`src/rtl/esc_pkg.sv`:
```
// Constants and types for the Sa6 change interrupt status block
package esc_pkg;

    // Bus geometry
    localparam int unsigned ADDR_W = 8;
    localparam int unsigned DATA_W = 32;
    localparam int unsigned REG_W  = 8;

    // Register indexes; byte address is four times the index
    localparam logic [7:0] LB_ENABLE_IDX  = 8'h0B;
    localparam logic [7:0] SA6_STATUS_IDX = 8'h0C;
    localparam logic [7:0] SA6_ENABLE_IDX = 8'h0D;
    localparam logic [ADDR_W-1:0] LB_ENABLE_ADDR  = ADDR_W'(LB_ENABLE_IDX * 4);
    localparam logic [ADDR_W-1:0] SA6_STATUS_ADDR = ADDR_W'(SA6_STATUS_IDX * 4);
    localparam logic [ADDR_W-1:0] SA6_ENABLE_ADDR = ADDR_W'(SA6_ENABLE_IDX * 4);

    // Number of watched Sa6 patterns and the lowest flag bit they occupy
    localparam int unsigned NPAT     = 5;
    localparam int unsigned FLAG_LSB = 3;

    // Watched codes, index 4 sits in bit 7 down to index 0 in bit 3
    localparam logic [NPAT-1:0][3:0] SA6_PAT = {4'hF, 4'hE, 4'hC, 4'hA, 4'h8};

    // Reset values
    localparam logic [NPAT-1:0]  FLAG_RESET = 5'h00;
    localparam logic [NPAT-1:0]  ENAB_RESET = 5'h00;
    localparam logic [REG_W-1:0] LB_RESET   = 8'h00;
    localparam logic [3:0]       CODE_RESET = 4'h0;

    // Writable bits of the loopback code enable register in E1 mode
    localparam logic [REG_W-1:0] LB_WR_MASK = 8'hD0;

    // Bus responses
    localparam logic [1:0] RESP_OKAY   = 2'h0;
    localparam logic [1:0] RESP_SLVERR = 2'h2;

    // Write request held until both halves have arrived
    typedef struct packed {
        logic [ADDR_W-1:0] addr;
        logic [REG_W-1:0]  data;
        logic              strb0;
    } esc_wreq_t;

endpackage

```
`src/rtl/esc_top.sv`:
```
// Sa6 change status flags, enables and interrupt behind an AXI4-Lite slave
// What this block does
// - Status bit 7 sets when the Sa6 code becomes or stops being 1111.
// - Status bit 6 sets when the Sa6 code becomes or stops being 1110.
// - Status bit 5 sets when the Sa6 code becomes or stops being 1100.
// - Status bit 4 sets when the Sa6 code becomes or stops being 1010.
// - Status bit 3 sets when the Sa6 code becomes or stops being 1000.
// - Flags hold until software reads status; the read returns then clears them.
// - A flag of 1 means its change happened since the previous read.
// - Interrupt raised for a pattern change only when that pattern is enabled.
// - All five change flags reset to zero.
// - Separate read-write enable register, same bit positions, resetting to disabled.
//
// The register offsets and the AXI4-Lite slave port are this design's own decisions.
`timescale 1ns/1ps
`default_nettype none

module esc_top
    import esc_pkg::*;
(
    // Clock and reset
    input  wire logic              CLK,
    input  wire logic              NRST,
    // Debounced Sa6 code from the receive framer, same clock
    input  wire logic [3:0]        SA6_CODE,
    // Write address channel
    input  wire logic [ADDR_W-1:0] S_AXI_AWADDR,
    input  wire logic              S_AXI_AWVALID,
    output var  logic              S_AXI_AWREADY,
    // Write data channel
    input  wire logic [DATA_W-1:0] S_AXI_WDATA,
    input  wire logic [3:0]        S_AXI_WSTRB,
    input  wire logic              S_AXI_WVALID,
    output var  logic              S_AXI_WREADY,
    // Write response channel
    output var  logic [1:0]        S_AXI_BRESP,
    output var  logic              S_AXI_BVALID,
    input  wire logic              S_AXI_BREADY,
    // Read address channel
    input  wire logic [ADDR_W-1:0] S_AXI_ARADDR,
    input  wire logic              S_AXI_ARVALID,
    output var  logic              S_AXI_ARREADY,
    // Read data channel
    output var  logic [DATA_W-1:0] S_AXI_RDATA,
    output var  logic [1:0]        S_AXI_RRESP,
    output var  logic              S_AXI_RVALID,
    input  wire logic              S_AXI_RREADY,
    // Channel interrupt request
    output var  logic              IRQ
);

    // State
    logic [3:0]       code_q;
    logic             armed_q;
    logic [NPAT-1:0]  flags_q;
    logic [NPAT-1:0]  flags_d;
    logic [NPAT-1:0]  enab_q;
    logic [NPAT-1:0]  enab_d;
    logic [REG_W-1:0] lb_q;
    logic [REG_W-1:0] lb_d;
    esc_wreq_t        wreq_q;
    esc_wreq_t        wreq_d;
    logic             aw_full_q;
    logic             w_full_q;
    logic             aw_full_d;
    logic             w_full_d;
    logic             bvalid_d;
    logic             rvalid_d;
    logic [1:0]       bresp_d;
    logic [DATA_W-1:0] rdata_d;
    logic [1:0]       rresp_d;

    // Pattern matches now and on the previous cycle
    logic [NPAT-1:0]  match_now;
    logic [NPAT-1:0]  match_old;
    logic [NPAT-1:0]  evt;

    genvar gi;
    generate
        for (gi = 0; gi < NPAT; gi++) begin : g_pat
            assign match_now[gi] = (SA6_CODE == SA6_PAT[gi]);
            assign match_old[gi] = (code_q == SA6_PAT[gi]);
        end
    endgenerate

    // change detect
    // Entering or leaving a pattern both count; first cycle after reset only primes
    assign evt = armed_q ? (match_now ^ match_old) : '0;

    // Bus handshakes
    wire aw_hs = S_AXI_AWVALID && S_AXI_AWREADY;
    wire w_hs  = S_AXI_WVALID && S_AXI_WREADY;
    wire ar_hs = S_AXI_ARVALID && S_AXI_ARREADY;
    wire do_wr = aw_full_q && w_full_q && !S_AXI_BVALID;

    // Read address decode
    wire rd_lb   = (S_AXI_ARADDR == LB_ENABLE_ADDR);
    wire rd_stat = (S_AXI_ARADDR == SA6_STATUS_ADDR);
    wire rd_enab = (S_AXI_ARADDR == SA6_ENABLE_ADDR);
    wire rd_hit  = rd_lb || rd_stat || rd_enab;
    wire st_rd   = ar_hs && rd_stat;

    // Write address decode, status is read-only so writes there are accepted and dropped
    wire wr_lb   = (wreq_q.addr == LB_ENABLE_ADDR);
    wire wr_stat = (wreq_q.addr == SA6_STATUS_ADDR);
    wire wr_enab = (wreq_q.addr == SA6_ENABLE_ADDR);
    wire wr_hit  = wr_lb || wr_stat || wr_enab;
    wire wr_lane = do_wr && wreq_q.strb0;

    // set wins over read clear
    // An event landing in the clearing cycle survives to the next read
    assign flags_d = (st_rd ? '0 : flags_q) | evt;

    assign enab_d = (wr_lane && wr_enab) ?
                    wreq_q.data[FLAG_LSB +: NPAT] : enab_q;

    // only the E1 bits of the loopback enable take writes
    assign lb_d = (wr_lane && wr_lb) ?
                  ((wreq_q.data & LB_WR_MASK) | (lb_q & ~LB_WR_MASK)) : lb_q;

    // Write capture, each half held until the pair is complete
    assign wreq_d.addr  = aw_hs ? S_AXI_AWADDR : wreq_q.addr;
    assign wreq_d.data  = w_hs ? S_AXI_WDATA[REG_W-1:0] : wreq_q.data;
    assign wreq_d.strb0 = w_hs ? S_AXI_WSTRB[0] : wreq_q.strb0;
    assign aw_full_d    = aw_hs || (aw_full_q && !do_wr);
    assign w_full_d     = w_hs || (w_full_q && !do_wr);
    assign bvalid_d     = do_wr || (S_AXI_BVALID && !S_AXI_BREADY);
    assign bresp_d      = do_wr ? (wr_hit ? RESP_OKAY : RESP_SLVERR) : S_AXI_BRESP;

    // Read data path; status is sampled before the clear takes effect
    assign rvalid_d = ar_hs || (S_AXI_RVALID && !S_AXI_RREADY);
    assign rresp_d  = ar_hs ? (rd_hit ? RESP_OKAY : RESP_SLVERR) : S_AXI_RRESP;
    assign rdata_d  = !ar_hs ? S_AXI_RDATA :
                      rd_stat ? DATA_W'({flags_q, {FLAG_LSB{1'b0}}}) :
                      rd_enab ? DATA_W'({enab_q, {FLAG_LSB{1'b0}}}) :
                      rd_lb   ? DATA_W'(lb_q) : '0;

    wire irq_d = |(flags_d & enab_d);

    // Detector and status registers
    always_ff @(posedge CLK) begin
        if (!NRST) begin
            code_q  <= CODE_RESET;
            armed_q <= 1'b0;
            flags_q <= FLAG_RESET;
            enab_q  <= ENAB_RESET;
            lb_q    <= LB_RESET;
            IRQ     <= 1'b0;
        end else begin
            code_q  <= SA6_CODE;
            armed_q <= 1'b1;
            flags_q <= flags_d;
            enab_q  <= enab_d;
            lb_q    <= lb_d;
            IRQ     <= irq_d;
        end
    end

    // Bus slave registers
    always_ff @(posedge CLK) begin
        if (!NRST) begin
            wreq_q        <= '0;
            aw_full_q     <= 1'b0;
            w_full_q      <= 1'b0;
            S_AXI_AWREADY <= 1'b0;
            S_AXI_WREADY  <= 1'b0;
            S_AXI_BVALID  <= 1'b0;
            S_AXI_BRESP   <= RESP_OKAY;
            S_AXI_ARREADY <= 1'b0;
            S_AXI_RVALID  <= 1'b0;
            S_AXI_RRESP   <= RESP_OKAY;
            S_AXI_RDATA   <= '0;
        end else begin
            wreq_q        <= wreq_d;
            aw_full_q     <= aw_full_d;
            w_full_q      <= w_full_d;
            S_AXI_AWREADY <= !aw_full_d;
            S_AXI_WREADY  <= !w_full_d;
            S_AXI_BVALID  <= bvalid_d;
            S_AXI_BRESP   <= bresp_d;
            S_AXI_ARREADY <= !rvalid_d;
            S_AXI_RVALID  <= rvalid_d;
            S_AXI_RRESP   <= rresp_d;
            S_AXI_RDATA   <= rdata_d;
        end
    end

    // Helper for read-back checks
    logic rd_lb_q;
    logic rd_stat_q;
    logic [NPAT-1:0] flags_at_rd_q;
    always_ff @(posedge CLK) begin
        if (!NRST) begin
            rd_lb_q       <= 1'b0;
            rd_stat_q     <= 1'b0;
            flags_at_rd_q <= '0;
        end else begin
            rd_lb_q       <= ar_hs && rd_lb;
            rd_stat_q     <= st_rd;
            flags_at_rd_q <= ar_hs ? flags_q : flags_at_rd_q;
        end
    end

    AST_ALL_ONES_SET: assert property (@(posedge CLK) disable iff (!NRST)
        (armed_q && (match_now[4] != match_old[4])) |=> flags_q[4])
        else $error("1111 change did not set bit 7");

    AST_PAT_E_SET: assert property (@(posedge CLK) disable iff (!NRST)
        (armed_q && (SA6_CODE == 4'hE) != (code_q == 4'hE)) |=> flags_q[3])
        else $error("1110 change did not set bit 6");

    AST_PAT_C_SET: assert property (@(posedge CLK) disable iff (!NRST)
        (armed_q && $changed(SA6_CODE == 4'hC)) |=> flags_q[2])
        else $error("1100 change did not set bit 5");

    AST_PAT_A_SET: assert property (@(posedge CLK) disable iff (!NRST)
        (armed_q && code_q == 4'hA && SA6_CODE != 4'hA) |=> flags_q[1] [*1])
        else $error("leaving 1010 did not set bit 4");

    AST_PAT_8_SET: assert property (@(posedge CLK) disable iff (!NRST)
        (armed_q && code_q != 4'h8 && SA6_CODE == 4'h8) ##1 !st_rd |=> flags_q[0])
        else $error("entering 1000 did not set bit 3");

    AST_FLAGS_STICKY: assert property (@(posedge CLK) disable iff (!NRST)
        !st_rd |=> ((flags_q & $past(flags_q)) == $past(flags_q)))
        else $error("status flag dropped without a read");

    AST_READ_CLEARS: assert property (@(posedge CLK) disable iff (!NRST)
        (st_rd && evt == '0) |=> (flags_q == '0))
        else $error("status read did not clear flags");

    // read returns flags seen at the read
    AST_READ_RETURNS: assert property (@(posedge CLK) disable iff (!NRST)
        rd_stat_q |-> (S_AXI_RDATA[REG_W-1:FLAG_LSB] == flags_at_rd_q)
                      && (S_AXI_RDATA[FLAG_LSB-1:0] == '0))
        else $error("status read returned wrong flags");

    AST_IRQ_MATCH: assert property (@(posedge CLK) disable iff (!NRST)
        IRQ == |(flags_q & enab_q))
        else $error("interrupt disagrees with enabled flags");

    AST_IRQ_GATED: assert property (@(posedge CLK) disable iff (!NRST)
        ((flags_q & enab_q) == '0) |-> !IRQ)
        else $error("interrupt raised for a disabled pattern");

    AST_RESET_VALUES: assert property (@(posedge CLK) disable iff (!NRST)
        $past(!NRST) |-> (flags_q == '0) && (enab_q == '0) && !IRQ)
        else $error("flags or enables not cleared by reset");

    AST_ENABLE_WRITE: assert property (@(posedge CLK) disable iff (!NRST)
        (wr_lane && wr_enab) |=> (enab_q == $past(wreq_q.data[REG_W-1:FLAG_LSB])))
        else $error("enable write not stored");

    AST_LB_UNUSED_ZERO: assert property (@(posedge CLK) disable iff (!NRST)
        rd_lb_q |-> ((S_AXI_RDATA[REG_W-1:0] & ~LB_WR_MASK) == '0))
        else $error("unused loopback enable bit read non-zero");

    // writes reach only the E1 loopback enable bits
    AST_LB_WRITE: assert property (@(posedge CLK) disable iff (!NRST)
        (wr_lane && wr_lb) |=> (lb_q == ($past(wreq_q.data) & LB_WR_MASK)))
        else $error("loopback enable write stored wrong bits");

    // enables change only through a write
    AST_ENABLE_HOLD: assert property (@(posedge CLK) disable iff (!NRST)
        !(wr_lane && wr_enab) |=> $stable(enab_q))
        else $error("enable register changed without a write");

    // no new flag while the code keeps its value
    AST_NO_SPURIOUS: assert property (@(posedge CLK) disable iff (!NRST)
        (SA6_CODE == code_q && !st_rd) |=> $stable(flags_q))
        else $error("status flag changed without a code change");

    AST_READ_HOLDS: assert property (@(posedge CLK) disable iff (!NRST)
        (S_AXI_RVALID && !S_AXI_RREADY) |=> S_AXI_RVALID && $stable(S_AXI_RDATA))
        else $error("read data dropped before it was taken");

    AST_READ_ANSWER: assert property (@(posedge CLK) disable iff (!NRST)
        st_rd |=> S_AXI_RVALID && (S_AXI_RRESP == RESP_OKAY))
        else $error("status read not answered");

    AST_WRITE_ANSWER: assert property (@(posedge CLK) disable iff (!NRST)
        do_wr |=> S_AXI_BVALID)
        else $error("write not answered");

    AST_WRITE_HOLDS: assert property (@(posedge CLK) disable iff (!NRST)
        (S_AXI_BVALID && !S_AXI_BREADY) |=> S_AXI_BVALID && $stable(S_AXI_BRESP))
        else $error("write answer dropped before it was taken");

endmodule

`default_nettype wire

```
`config.mk`:
```
export PLATFORM = sky130hd
export DESIGN_NAME = esc_top
export DESIGN_NICKNAME = d
export VERILOG_FILES = /design/src/rtl/esc_pkg.sv /design/src/rtl/esc_top.sv
export SDC_FILE = /design/constraint.sdc
export NUM_CORES = 1
export LEC_CHECK = 0
export BUFFER_PORTS_ARGS = -buffer_cell sky130_fd_sc_hd__buf_4
export CORE_MARGIN = 5
export CORE_UTILIZATION = 25
export DETAILED_ROUTE_END_ITERATION = 8
export PLACE_DENSITY_LB_ADDON = 0.15
export SETUP_SLACK_MARGIN = 0.2
export SKIP_CTS_REPAIR_TIMING = 1
export SLEW_MARGIN = 20
export SYNTH_ARGS = -nofsm -noshare
export SYNTH_HDL_FRONTEND = slang
export SYNTH_SLANG_ARGS = --single-unit
```
`constraint.sdc`:
```
create_clock -name CLK -period 1.9 [get_ports CLK]
set_input_delay 0.475 -clock CLK [delete_from_list [all_inputs] [get_ports CLK]]
set_output_delay 0.475 -clock CLK [all_outputs]
set_load 0.005 [all_outputs]
```
==> run_results.csv, run 1 <==
group,metric,value,unit
layout,area_growth,35.4,%
layout,utilization,34.6,%
routing,drc,0,
sta,setup_viol,4,
power,combPwrFrac,11.8,%
synthesis,synthTopCellsByArea,"dfxtp_1 (43%), buf_4 (9.5%), nor2b_1 (4.2%), mux2i_1 (4.1%), nand3_1 (4.1%)",
sta,final.min_clock_period,2.00,ns
run_status,violations,"setup timing",
synthesis,ys_async_sr_fraction,0,%
floorplanning,die_x,104,um
floorplanning,die_h,104,um
sta,final-hold-violation-count,0,
cts,cts_sinks,48,
synthesis,synth_edf_count,0,
routing,post_drt_via_cell_ratio,4.44,
sta,finalCritPeriodShare,105,%
floorplanning,num_rows,34,
sta,finalMaxSlewViolations,0,
routing,wl_met3,386,um
floorplanning,coreArea,0.00868,mm^2
routing,drt-total-wl,5.28,mm
layout,layout.nets,369,
place,placed_cell_area,0.00275,mm^2
power,power_density,698,mW/mm^2
power,design_power_total,2.09,mW
global_route,grt_pass1_wl,8.34,mm
sta,fmax,0.499,GHz
run_status,status,"finished, violations left",
routing,drtIter0Drc,72,
setup_path,end_kind,"flop",
routing,top_layer,"met4",
floorplanning,die_area,0.0108,mm^2
synthesis,ys_types,40,
floorplanning,start_util,25.5,%
cts,clk_latency,0.30,ns
setup_path,crit_chain,"or4b_4 > nor4_4 > buf_6 > mux2i_2 > nor2_1 > o31a_1",
power,irDropWorstVdd,0.000373,V
sta,timing.hold.ws,0.415,ns
synthesis,yosys_most_used_dff,"dfxtp_1",
global_route,grt_max_degree,40,
cts,cts_tree,"done",
power,swShare,24.8,%
min_path,hold_path_depth,2,
power,p_clk_share,36.6,%
cts,numCtsBuffers,5,
global_route,grt_pass1_vias,1707,
layout,diodes,0,
place,place_ws,-0.0923,ns
layout,fillers,924,
synthesis,synth_area,0.00221,mm^2
power,seq_power_share,51.6,%
routing,wl_per_cell,12.7,um
layout,instances_no_fill,415,
routing,vias,1842,
global_route,grt-ovfl-total,0,
layout,final_layout_size_suffix_gt1_share,31.6,%
power,p_int,1.57,mW
sta,rsz0062_at_grt,"true",
place,dp_hpwl,3.95,mm
sta,finalWorstSetupSlack,-0.102,ns
routing,met1_length,2.63,mm
power,leakage,1.16,nW
setup_path,criticalPathCategory,"reg2reg",
synthesis,yosysMostFrequentCell,"dfxtp_1",
synthesis,ys_seq_area_share,43.4,%
global_route,grt_antenna_before_repair,0,
synthesis,synth_commonest_cells,"dfxtp_1 (48), buf_4 (28), nand2_1 (24)",
place,io_buffers,48,
synthesis,syn_inst,241,
min_path,hold_path_class,"in2reg",
synthesis,ys.warnings.count,0,
flow_run,cap_violations,0,
cts,ctsRootBufferMaster,"clkbuf_8",
setup_path,required,2.10,ns
place,dp_cells,405,
cts,htreeDepth,2,
global_route,track_usage,9.30,%
cts,clk_pin_slew,0.10,ns
routing,drt_pass1_iterations,4,
setup_path,start_kind,"flop",
sta,fin_tns_setup,-0.173,ns
setup_path,cp_max_fo,5,
synthesis,ys_ff_latch,48,
power,p_sw,0.520,mW
synthesis,yosysTopAreaCell,"dfxtp_1",
setup_path,cp.arrival,2.20,ns
routing,met2_length,2.18,mm
synthesis,synth.avg_cell_area,9.19,um^2
sta,fin_worst_skew,0.00826,ns
synthesis,synth_top_area_share,43.4,%
layout,stdcell_area,0.00300,mm^2
cts,clock_path_buffers,2,
routing,ant_nets,0,
setup_path,rr_worst_depth,6,
setup_path,slowest_stage,"or4b_4",
floorplanning,pin_count,105,
place,gp_congestion,0.718,
setup_path,critPathMaxStageDelay,0.56,ns
[power by group through the flow]
stage,sequential [mW],combinational (mW),clock (mW)
after floorplan,1.09,0.153,0
after global placement,1.10,0.236,0
after detailed placement,1.10,0.238,0
after CTS,1.08,0.239,0.785
after global routing,1.09,0.278,0.829
final,1.08,0.247,0.766
[cells by family after synthesis]
group	share of synthesized area, %
other cells	0.169
buf+inv	11.0
compound gates	11.8
flops	43.4
simple gates	27.6
mux	4.07
xor+xnor	1.98
[registers in the layout (all words and copies together) (netlist names)]
name and cells:
wreq_q 14, S_AXI_RDATA 6, enab_q 5, flags_q 5, code_q 4, lb_q 3
IRQ 1, S_AXI_ARREADY 1, S_AXI_AWREADY 1, S_AXI_BRESP 1, S_AXI_BVALID 1, S_AXI_RRESP 1
S_AXI_RVALID 1, S_AXI_WREADY 1, armed_q 1, aw_full_q 1, w_full_q 1
[area by class of cell]
type	count	area, um^2	share of cell area (%)
Multi-Input combinational cell	181	1240	41.4
Clock inverter	3	46.3	1.54
Sequential cell	48	962	32.1
Clock buffer	5	68.8	2.29
Tap cell	108	135	4.51
Timing Repair Buffer	68	537	17.9
Inverter	2	7.51	0.250
[critical path: cells and delay by family, from the launching register on]
family | cells | cell delay, ns
muxes | 1 | 0.26
and+or+nand+nor | 3 | 0.80
AOI/OAI and AO/OA | 1 | 0.30
DFF | 1 | 0.33
buffers and inverters | 1 | 0.20
[final timing paths]
check | from | endpoint | slack [ns]
worst min register to register | wreq_q[10]$_SDFFE_PN0P_ | wreq_q[10]$_SDFFE_PN0P_ | 0.47
worst max register to register | wreq_q[10]$_SDFFE_PN0P_ | IRQ$_SDFF_PN0_ | -0.10
worst min-delay path | SA6_CODE[0] | code_q[0]$_SDFF_PN0_ | 0.42
worst max-delay path | wreq_q[10]$_SDFFE_PN0P_ | IRQ$_SDFF_PN0_ | -0.10
[per-layer routing]
metal,global-route usage (%),vias to the layer above
met5,0,-
met1,12.9,839
met2,13.6,69
met4,3.33,0
li1,-,927
met3,2.86,7
[placed cells by master (no fill, tap or decap), types with 6 or more instances in the layout]
cell and n:
a21oi_1 8, nor2b_1 15, buf_6 7, buf_4 61, a21boi_0 12, conb_1 26, nand2_1 24, and2_1 6
nand3_1 17, dfxtp_1 47
(Power assumes the default switching activity.)
==> run 2, diff against run 1 <==
CORE_UTILIZATION = 35   (was 25)
RECOVER_POWER = 25   (was not set)
==> run 2 against run 1 <==
Net effect:
- the flow still finishes with violations (setup timing)
- wire length is 11% lower
- final cell count down 7.7%
- power is 9.6% lower
- global-route usage up 2.8 points
- maximum frequency is 3.1% higher
- clock power is 25% lower
- highest routed layer unchanged
==> run_results.csv, run 2 (synthesized netlist as in run 1, its figures left out) <==
group,metric,value,unit
sta,finalMaxSlewViolations,0,
setup_path,start_kind,"flop",
sta,finalCritPeriodShare,102,%
cts,numCtsBuffers,5,
setup_path,cp_max_fo,5,
routing,wl_per_cell,12.3,um
run_status,status,"finished, violations left",
routing,drtIter0Drc,50,
place,gp_congestion,0.698,
setup_path,regToRegStartpoint,"wreq_q[10]$_SDFFE_PN0P_",
layout,final_layout_size_suffix_gt1_share,28.8,%
global_route,track_usage,12.1,%
place,io_buffers,48,
layout,layout.nets,369,
flow_run,cap_violations,0,
power,leakage,1.12,nW
setup_path,criticalPathCategory,"reg2reg",
routing,drt-total-wl,4.72,mm
layout,area_growth,28.4,%
global_route,grt_max_degree,40,
min_path,hold_path_class,"in2reg",
cts,htreeDepth,2,
sta,fin_tns_setup,-0.0413,ns
setup_path,slowest_stage,"or4b_4",
sta,fmax,0.515,GHz
setup_path,rrSetupSlack,-0.04,ns
sta,fin_worst_skew,0.0106,ns
setup_path,critPathMaxStageDelay,0.55,ns
setup_path,crit_chain,"or4b_4 > nor4_4 > buf_6 > mux2i_2 > o22ai_1 > o31a_1",
global_route,grt_pass1_vias,1651,
power,design_power_total,1.89,mW
sta,final-hold-violation-count,0,
global_route,grt-ovfl-total,0,
floorplanning,pin_count,105,
floorplanning,num_rows,29,
cts,clock_path_buffers,2,
cts,cts_sinks,48,
cts,clk_latency,0.30,ns
setup_path,worstSetupStartpoint,"wreq_q[10]$_SDFFE_PN0P_",
sta,rsz0062_at_grt,"true",
sta,setup_viol,1,
floorplanning,coreArea,0.00624,mm^2
routing,ant_nets,0,
min_path,hp-start,"SA6_CODE[2]",
routing,vias,1784,
layout,final_cell_mix,"buf_4 (62), dfxtp_1 (47), conb_1 (26)",
global_route,grt_antenna_before_repair,0,
floorplanning,die_x,89.5,um
place,place_ws,-0.0544,ns
floorplanning,die_area,0.00802,mm^2
power,irDropWorstVdd,0.000362,V
layout,diodes,0,
cts,clk_pin_slew,0.09,ns
sta,final.min_clock_period,1.94,ns
setup_path,end_kind,"flop",
floorplanning,start_util,35.5,%
layout,largest_register_ffs,14,
run_status,violations,"setup timing",
global_route,grt_pass1_wl,7.49,mm
routing,drt_pass1_iterations,4,
routing,drc,0,
setup_path,cp.arrival,2.13,ns
place,dp_cells,375,
layout,instances_no_fill,383,
layout,reg_top3,"wreq_q: 14 flops, S_AXI_RDATA: 6 flops",
sta,finalWorstSetupSlack,-0.0413,ns
layout,layout_commonest_cell,"buf_4",
layout,fillers,617,
floorplanning,die_h,89.5,um
cts,cts_tree,"done",
layout,regMostFlops,"wreq_q",
setup_path,required,2.09,ns
routing,post_drt_via_cell_ratio,4.66,
cts,ctsRootBufferMaster,"clkbuf_8",
power,power_density,666,mW/mm^2
place,dp_hpwl,3.70,mm
==> run 2: changes by cell type in the layout (fill, tap and decap cells not counted), sizes merged <==
| cell | before | now |
|---|---|---|
| buf | 68 | 66 |
| bufinv | 1 | 0 |
| clkbuf | 5 | 7 |
| clkinv | 1 | 2 |
| inv | 2 | 1 |
==> run 2: area by class of cell <==
| type | count | area (um^2) | area share, % |
|---|---|---|---|
| repair buffers | 68 | 522 | 18.4 |
| inverters | 2 | 7.51 | 0.264 |
| flip-flops and latches | 48 | 962 | 33.8 |
| clock buffers | 5 | 68.8 | 2.42 |
| clock inverters | 2 | 12.5 | 0.440 |
| well taps | 77 | 96.3 | 3.39 |
| multi-input cells | 181 | 1170 | 41.3 |
==> run 2: worst paths after layout <==
path	depth (start not counted)	end
setup / recovery	6	IRQ$_SDFF_PN0_
hold reg to reg	2	wreq_q[9]$_SDFFE_PN0P_
setup reg to reg	6	IRQ$_SDFF_PN0_
hold / removal	2	code_q[2]$_SDFF_PN0_
==> run 2: worst max-delay path: cells and delay by family, from the launching register on <==
kind / cells / cell delay, ns
buf+inv: 1 / 0.18
compound gates: 2 / 0.40
mux: 1 / 0.23
flops: 1 / 0.33
simple gates: 2 / 0.70
==> run 2: power by group <==
part           switching, mW  total, mW  leakage, nW  internal (mW)
registers             0.0324       1.08        0.392           1.05
clock network          0.327      0.577       0.0400          0.250
logic                  0.111      0.237        0.685          0.126
==> run 2: per-layer routing <==
layer,track usage (%),wire length [um],part of all wire (%),vias to the layer above
met3,3.23,295,6.3,4
met4,3.65,50,1.1,0
met5,0,0,0,-
li1,-,-,-,927
met2,19.0,2050,44,52
met1,16.3,2320,49,801
==> run 2: stage by stage <==
stage / hold slack, ns / cell area (um^2) / util [%]
2_1_floorplan: 0.429 / 2350 / -
3_3_place_gp: 0.445 / 2720 / 43.5
3_5_place_dp: 0.451 / 2720 / 43.5
4_1_cts: 0.410 / 2800 / 44.8
5_1_grt: 0.408 / 2840 / 45.5
6_report: 0.417 / 2840 / 45.5
==> run 3, diff against run 2 <==
CORE_ASPECT_RATIO = 1.4   (was not set)
==> run 3 against run 2 <==
Net effect:
- largest power group unchanged
- the flow still finishes with violations (setup timing)
- combinational power up 4%
- clock-buffer cell count up 1
- clock skew down 0.0061 ns
- critical endpoint unchanged
==> run_results.csv, run 3 (synthesized netlist as in run 1, its figures left out) <==
group,metric,value,unit
sta,finalCritPeriodShare,104,%
sta,finalMaxSlewViolations,0,
power,seq_power_share,53.1,%
layout,final_layout_size_suffix_gt1_share,29.6,%
global_route,grt_pass1_vias,1805,
power,leakage,1.15,nW
layout,diodes,0,
global_route,track_usage,12.6,%
run_status,status,"finished, violations left",
cts,ctsRootBufferMaster,"clkbuf_8",
cts,numCtsBuffers,5,
power,irDropWorstVdd,0.000315,V
layout,fillers,633,
cts,clock_path_buffers,2,
setup_path,start_kind,"flop",
floorplanning,start_util,35.7,%
cts,cts_sinks,48,
floorplanning,die_x,77.2,um
cts,htreeDepth,2,
routing,post_drt_via_cell_ratio,4.73,
global_route,grt.busiest_layer,"met2",
routing,drtIter0Drc,45,
place,place_ws,-0.106,ns
layout,reg_top3,"wreq_q: 14 flops, S_AXI_RDATA: 6 flops",
place,gp_congestion,0.740,
floorplanning,die_h,104,um
power,design_power_total,2.03,mW
place,io_buffers,48,
cts,cts_tree,"done",
layout,final_cell_mix,"buf_4 (63), dfxtp_1 (47), conb_1 (26)",
sta,final-hold-violation-count,0,
layout,utilization,46.7,%
power,swShare,22.8,%
flow_run,cap_violations,0,
floorplanning,coreArea,0.00621,mm^2
sta,fin_worst_skew,0.00452,ns
sta,setup_viol,1,
routing,ant_nets,0,
power,combPwrFrac,12.2,%
global_route,met1_usage,13.0,%
layout,area_growth,31.0,%
sta,fmax,0.507,GHz
setup_path,cp.arrival,2.16,ns
power,p_sw,0.464,mW
global_route,grt_max_degree,30,
global_route,grt_pass1_wl,8.40,mm
floorplanning,pin_count,105,
cts,clk_pin_slew,0.08,ns
global_route,grt_antenna_before_repair,0,
setup_path,crit_chain,"or4b_4 > nor4_4 > buf_6 > mux2i_2 > o22ai_1 > o31a_1",
routing,wl_per_cell,13.1,um
layout,seqCellArea,962,um^2
place,dp_hpwl,4.07,mm
setup_path,criticalPathCategory,"reg2reg",
setup_path,cp_top_family,"simple AND/OR/NAND/NOR gates",
routing,drt-total-wl,5.02,mm
global_route,grt-ovfl-total,0,
sta,final.min_clock_period,1.97,ns
power,power_density,700,mW/mm^2
setup_path,cp_max_fo,5,
min_path,hold_path_class,"in2reg",
layout,layout.nets,373,
setup_path,slowest_stage,"or4b_4",
sta,rsz0062_at_grt,"true",
setup_path,required,2.09,ns
layout,largest_register_ffs,14,
global_route,grtUsageMet3,3.81,%
floorplanning,num_rows,34,
power,p_clk_share,34.8,%
min_path,hold_path_depth,2,
routing,drt_pass1_iterations,4,
min_path,hp-start,"SA6_CODE[3]",
setup_path,end_kind,"flop",
setup_path,rr_worst_depth,6,
routing,vias,1813,
layout,regMostFlops,"wreq_q",
setup_path,crit_buf_inv,1,
setup_path,rrSetupSlack,-0.07,ns
run_status,violations,"setup timing",
setup_path,regToRegStartpoint,"wreq_q[10]$_SDFFE_PN0P_",
power,p_int,1.57,mW
routing,drc,0,
layout,layout_commonest_cell,"buf_4",
setup_path,timing.rr.end,"IRQ$_SDFF_PN0_",
sta,finalWorstSetupSlack,-0.0721,ns
floorplanning,die_area,0.00804,mm^2
cts,clk_latency,0.29,ns
layout,multi_input_area,0.00118,mm^2
min_path,worstHoldEndpoint,"code_q[3]$_SDFF_PN0_",
setup_path,critPathMaxStageDelay,0.57,ns
global_route,grtUsageMet2,23.9,%
## run 3: how the worst max path moves through the flow
stage | from | end | cells past startpoint
final | wreq_q[10]$_SDFFE_PN0P_ | IRQ$_SDFF_PN0_ | 6
after global routing | wreq_q[10]$_SDFFE_PN0P_ | IRQ$_SDFF_PN0_ | 6
after CTS | wreq_q[10]$_SDFFE_PN0P_ | IRQ$_SDFF_PN0_ | 6
after detailed placement | S_AXI_ARADDR[7] | S_AXI_RDATA[3]$_SDFFE_PN0P_ | 7
after global placement | wreq_q[10]$_SDFFE_PN0P_ | IRQ$_SDFF_PN0_ | 6
after floorplan | wreq_q[10]$_SDFFE_PN0P_ | IRQ$_SDFF_PN0_ | 5
## run 3: final cells by class
type | instances | area share (%)
flip-flops and latches | 48 | 33.2
inverters | 2 | 0.259
clock inverters | 2 | 1.21
clock buffers | 6 | 2.50
well taps | 72 | 3.10
multi-input cells | 181 | 40.7
repair buffers | 72 | 19.1
## run 3: through the flow
stage / cell area, um^2 / TNS, ns / std cells / hold WS, ns
after CTS: 2850 / -0.110 / 382 / 0.412
after floorplan: 2350 / 0 / 266 / 0.429
after global placement: 2740 / -0.419 / 374 / 0.444
after detailed placement: 2740 / -0.445 / 374 / 0.446
final: 2900 / -0.0721 / 383 / 0.420
after global routing: 2900 / -0.321 / 383 / 0.414
## run 3: power by group through the flow
| stage | logic [mW] | clock network [mW] | registers [mW] |
|---|---|---|---|
| after global routing | 0.275 | 0.779 | 1.09 |
| after global placement | 0.244 | 0 | 1.10 |
| after CTS | 0.247 | 0.737 | 1.08 |
| after detailed placement | 0.247 | 0 | 1.10 |
| after floorplan | 0.153 | 0 | 1.09 |
| final | 0.247 | 0.707 | 1.08 |
## run 3: layer usage
layer	vias to the layer above	part of all wire, %
li1	932	-
met1	840	38
met2	37	56
met3	4	5.1
met4	0	0.76
met5	-	0
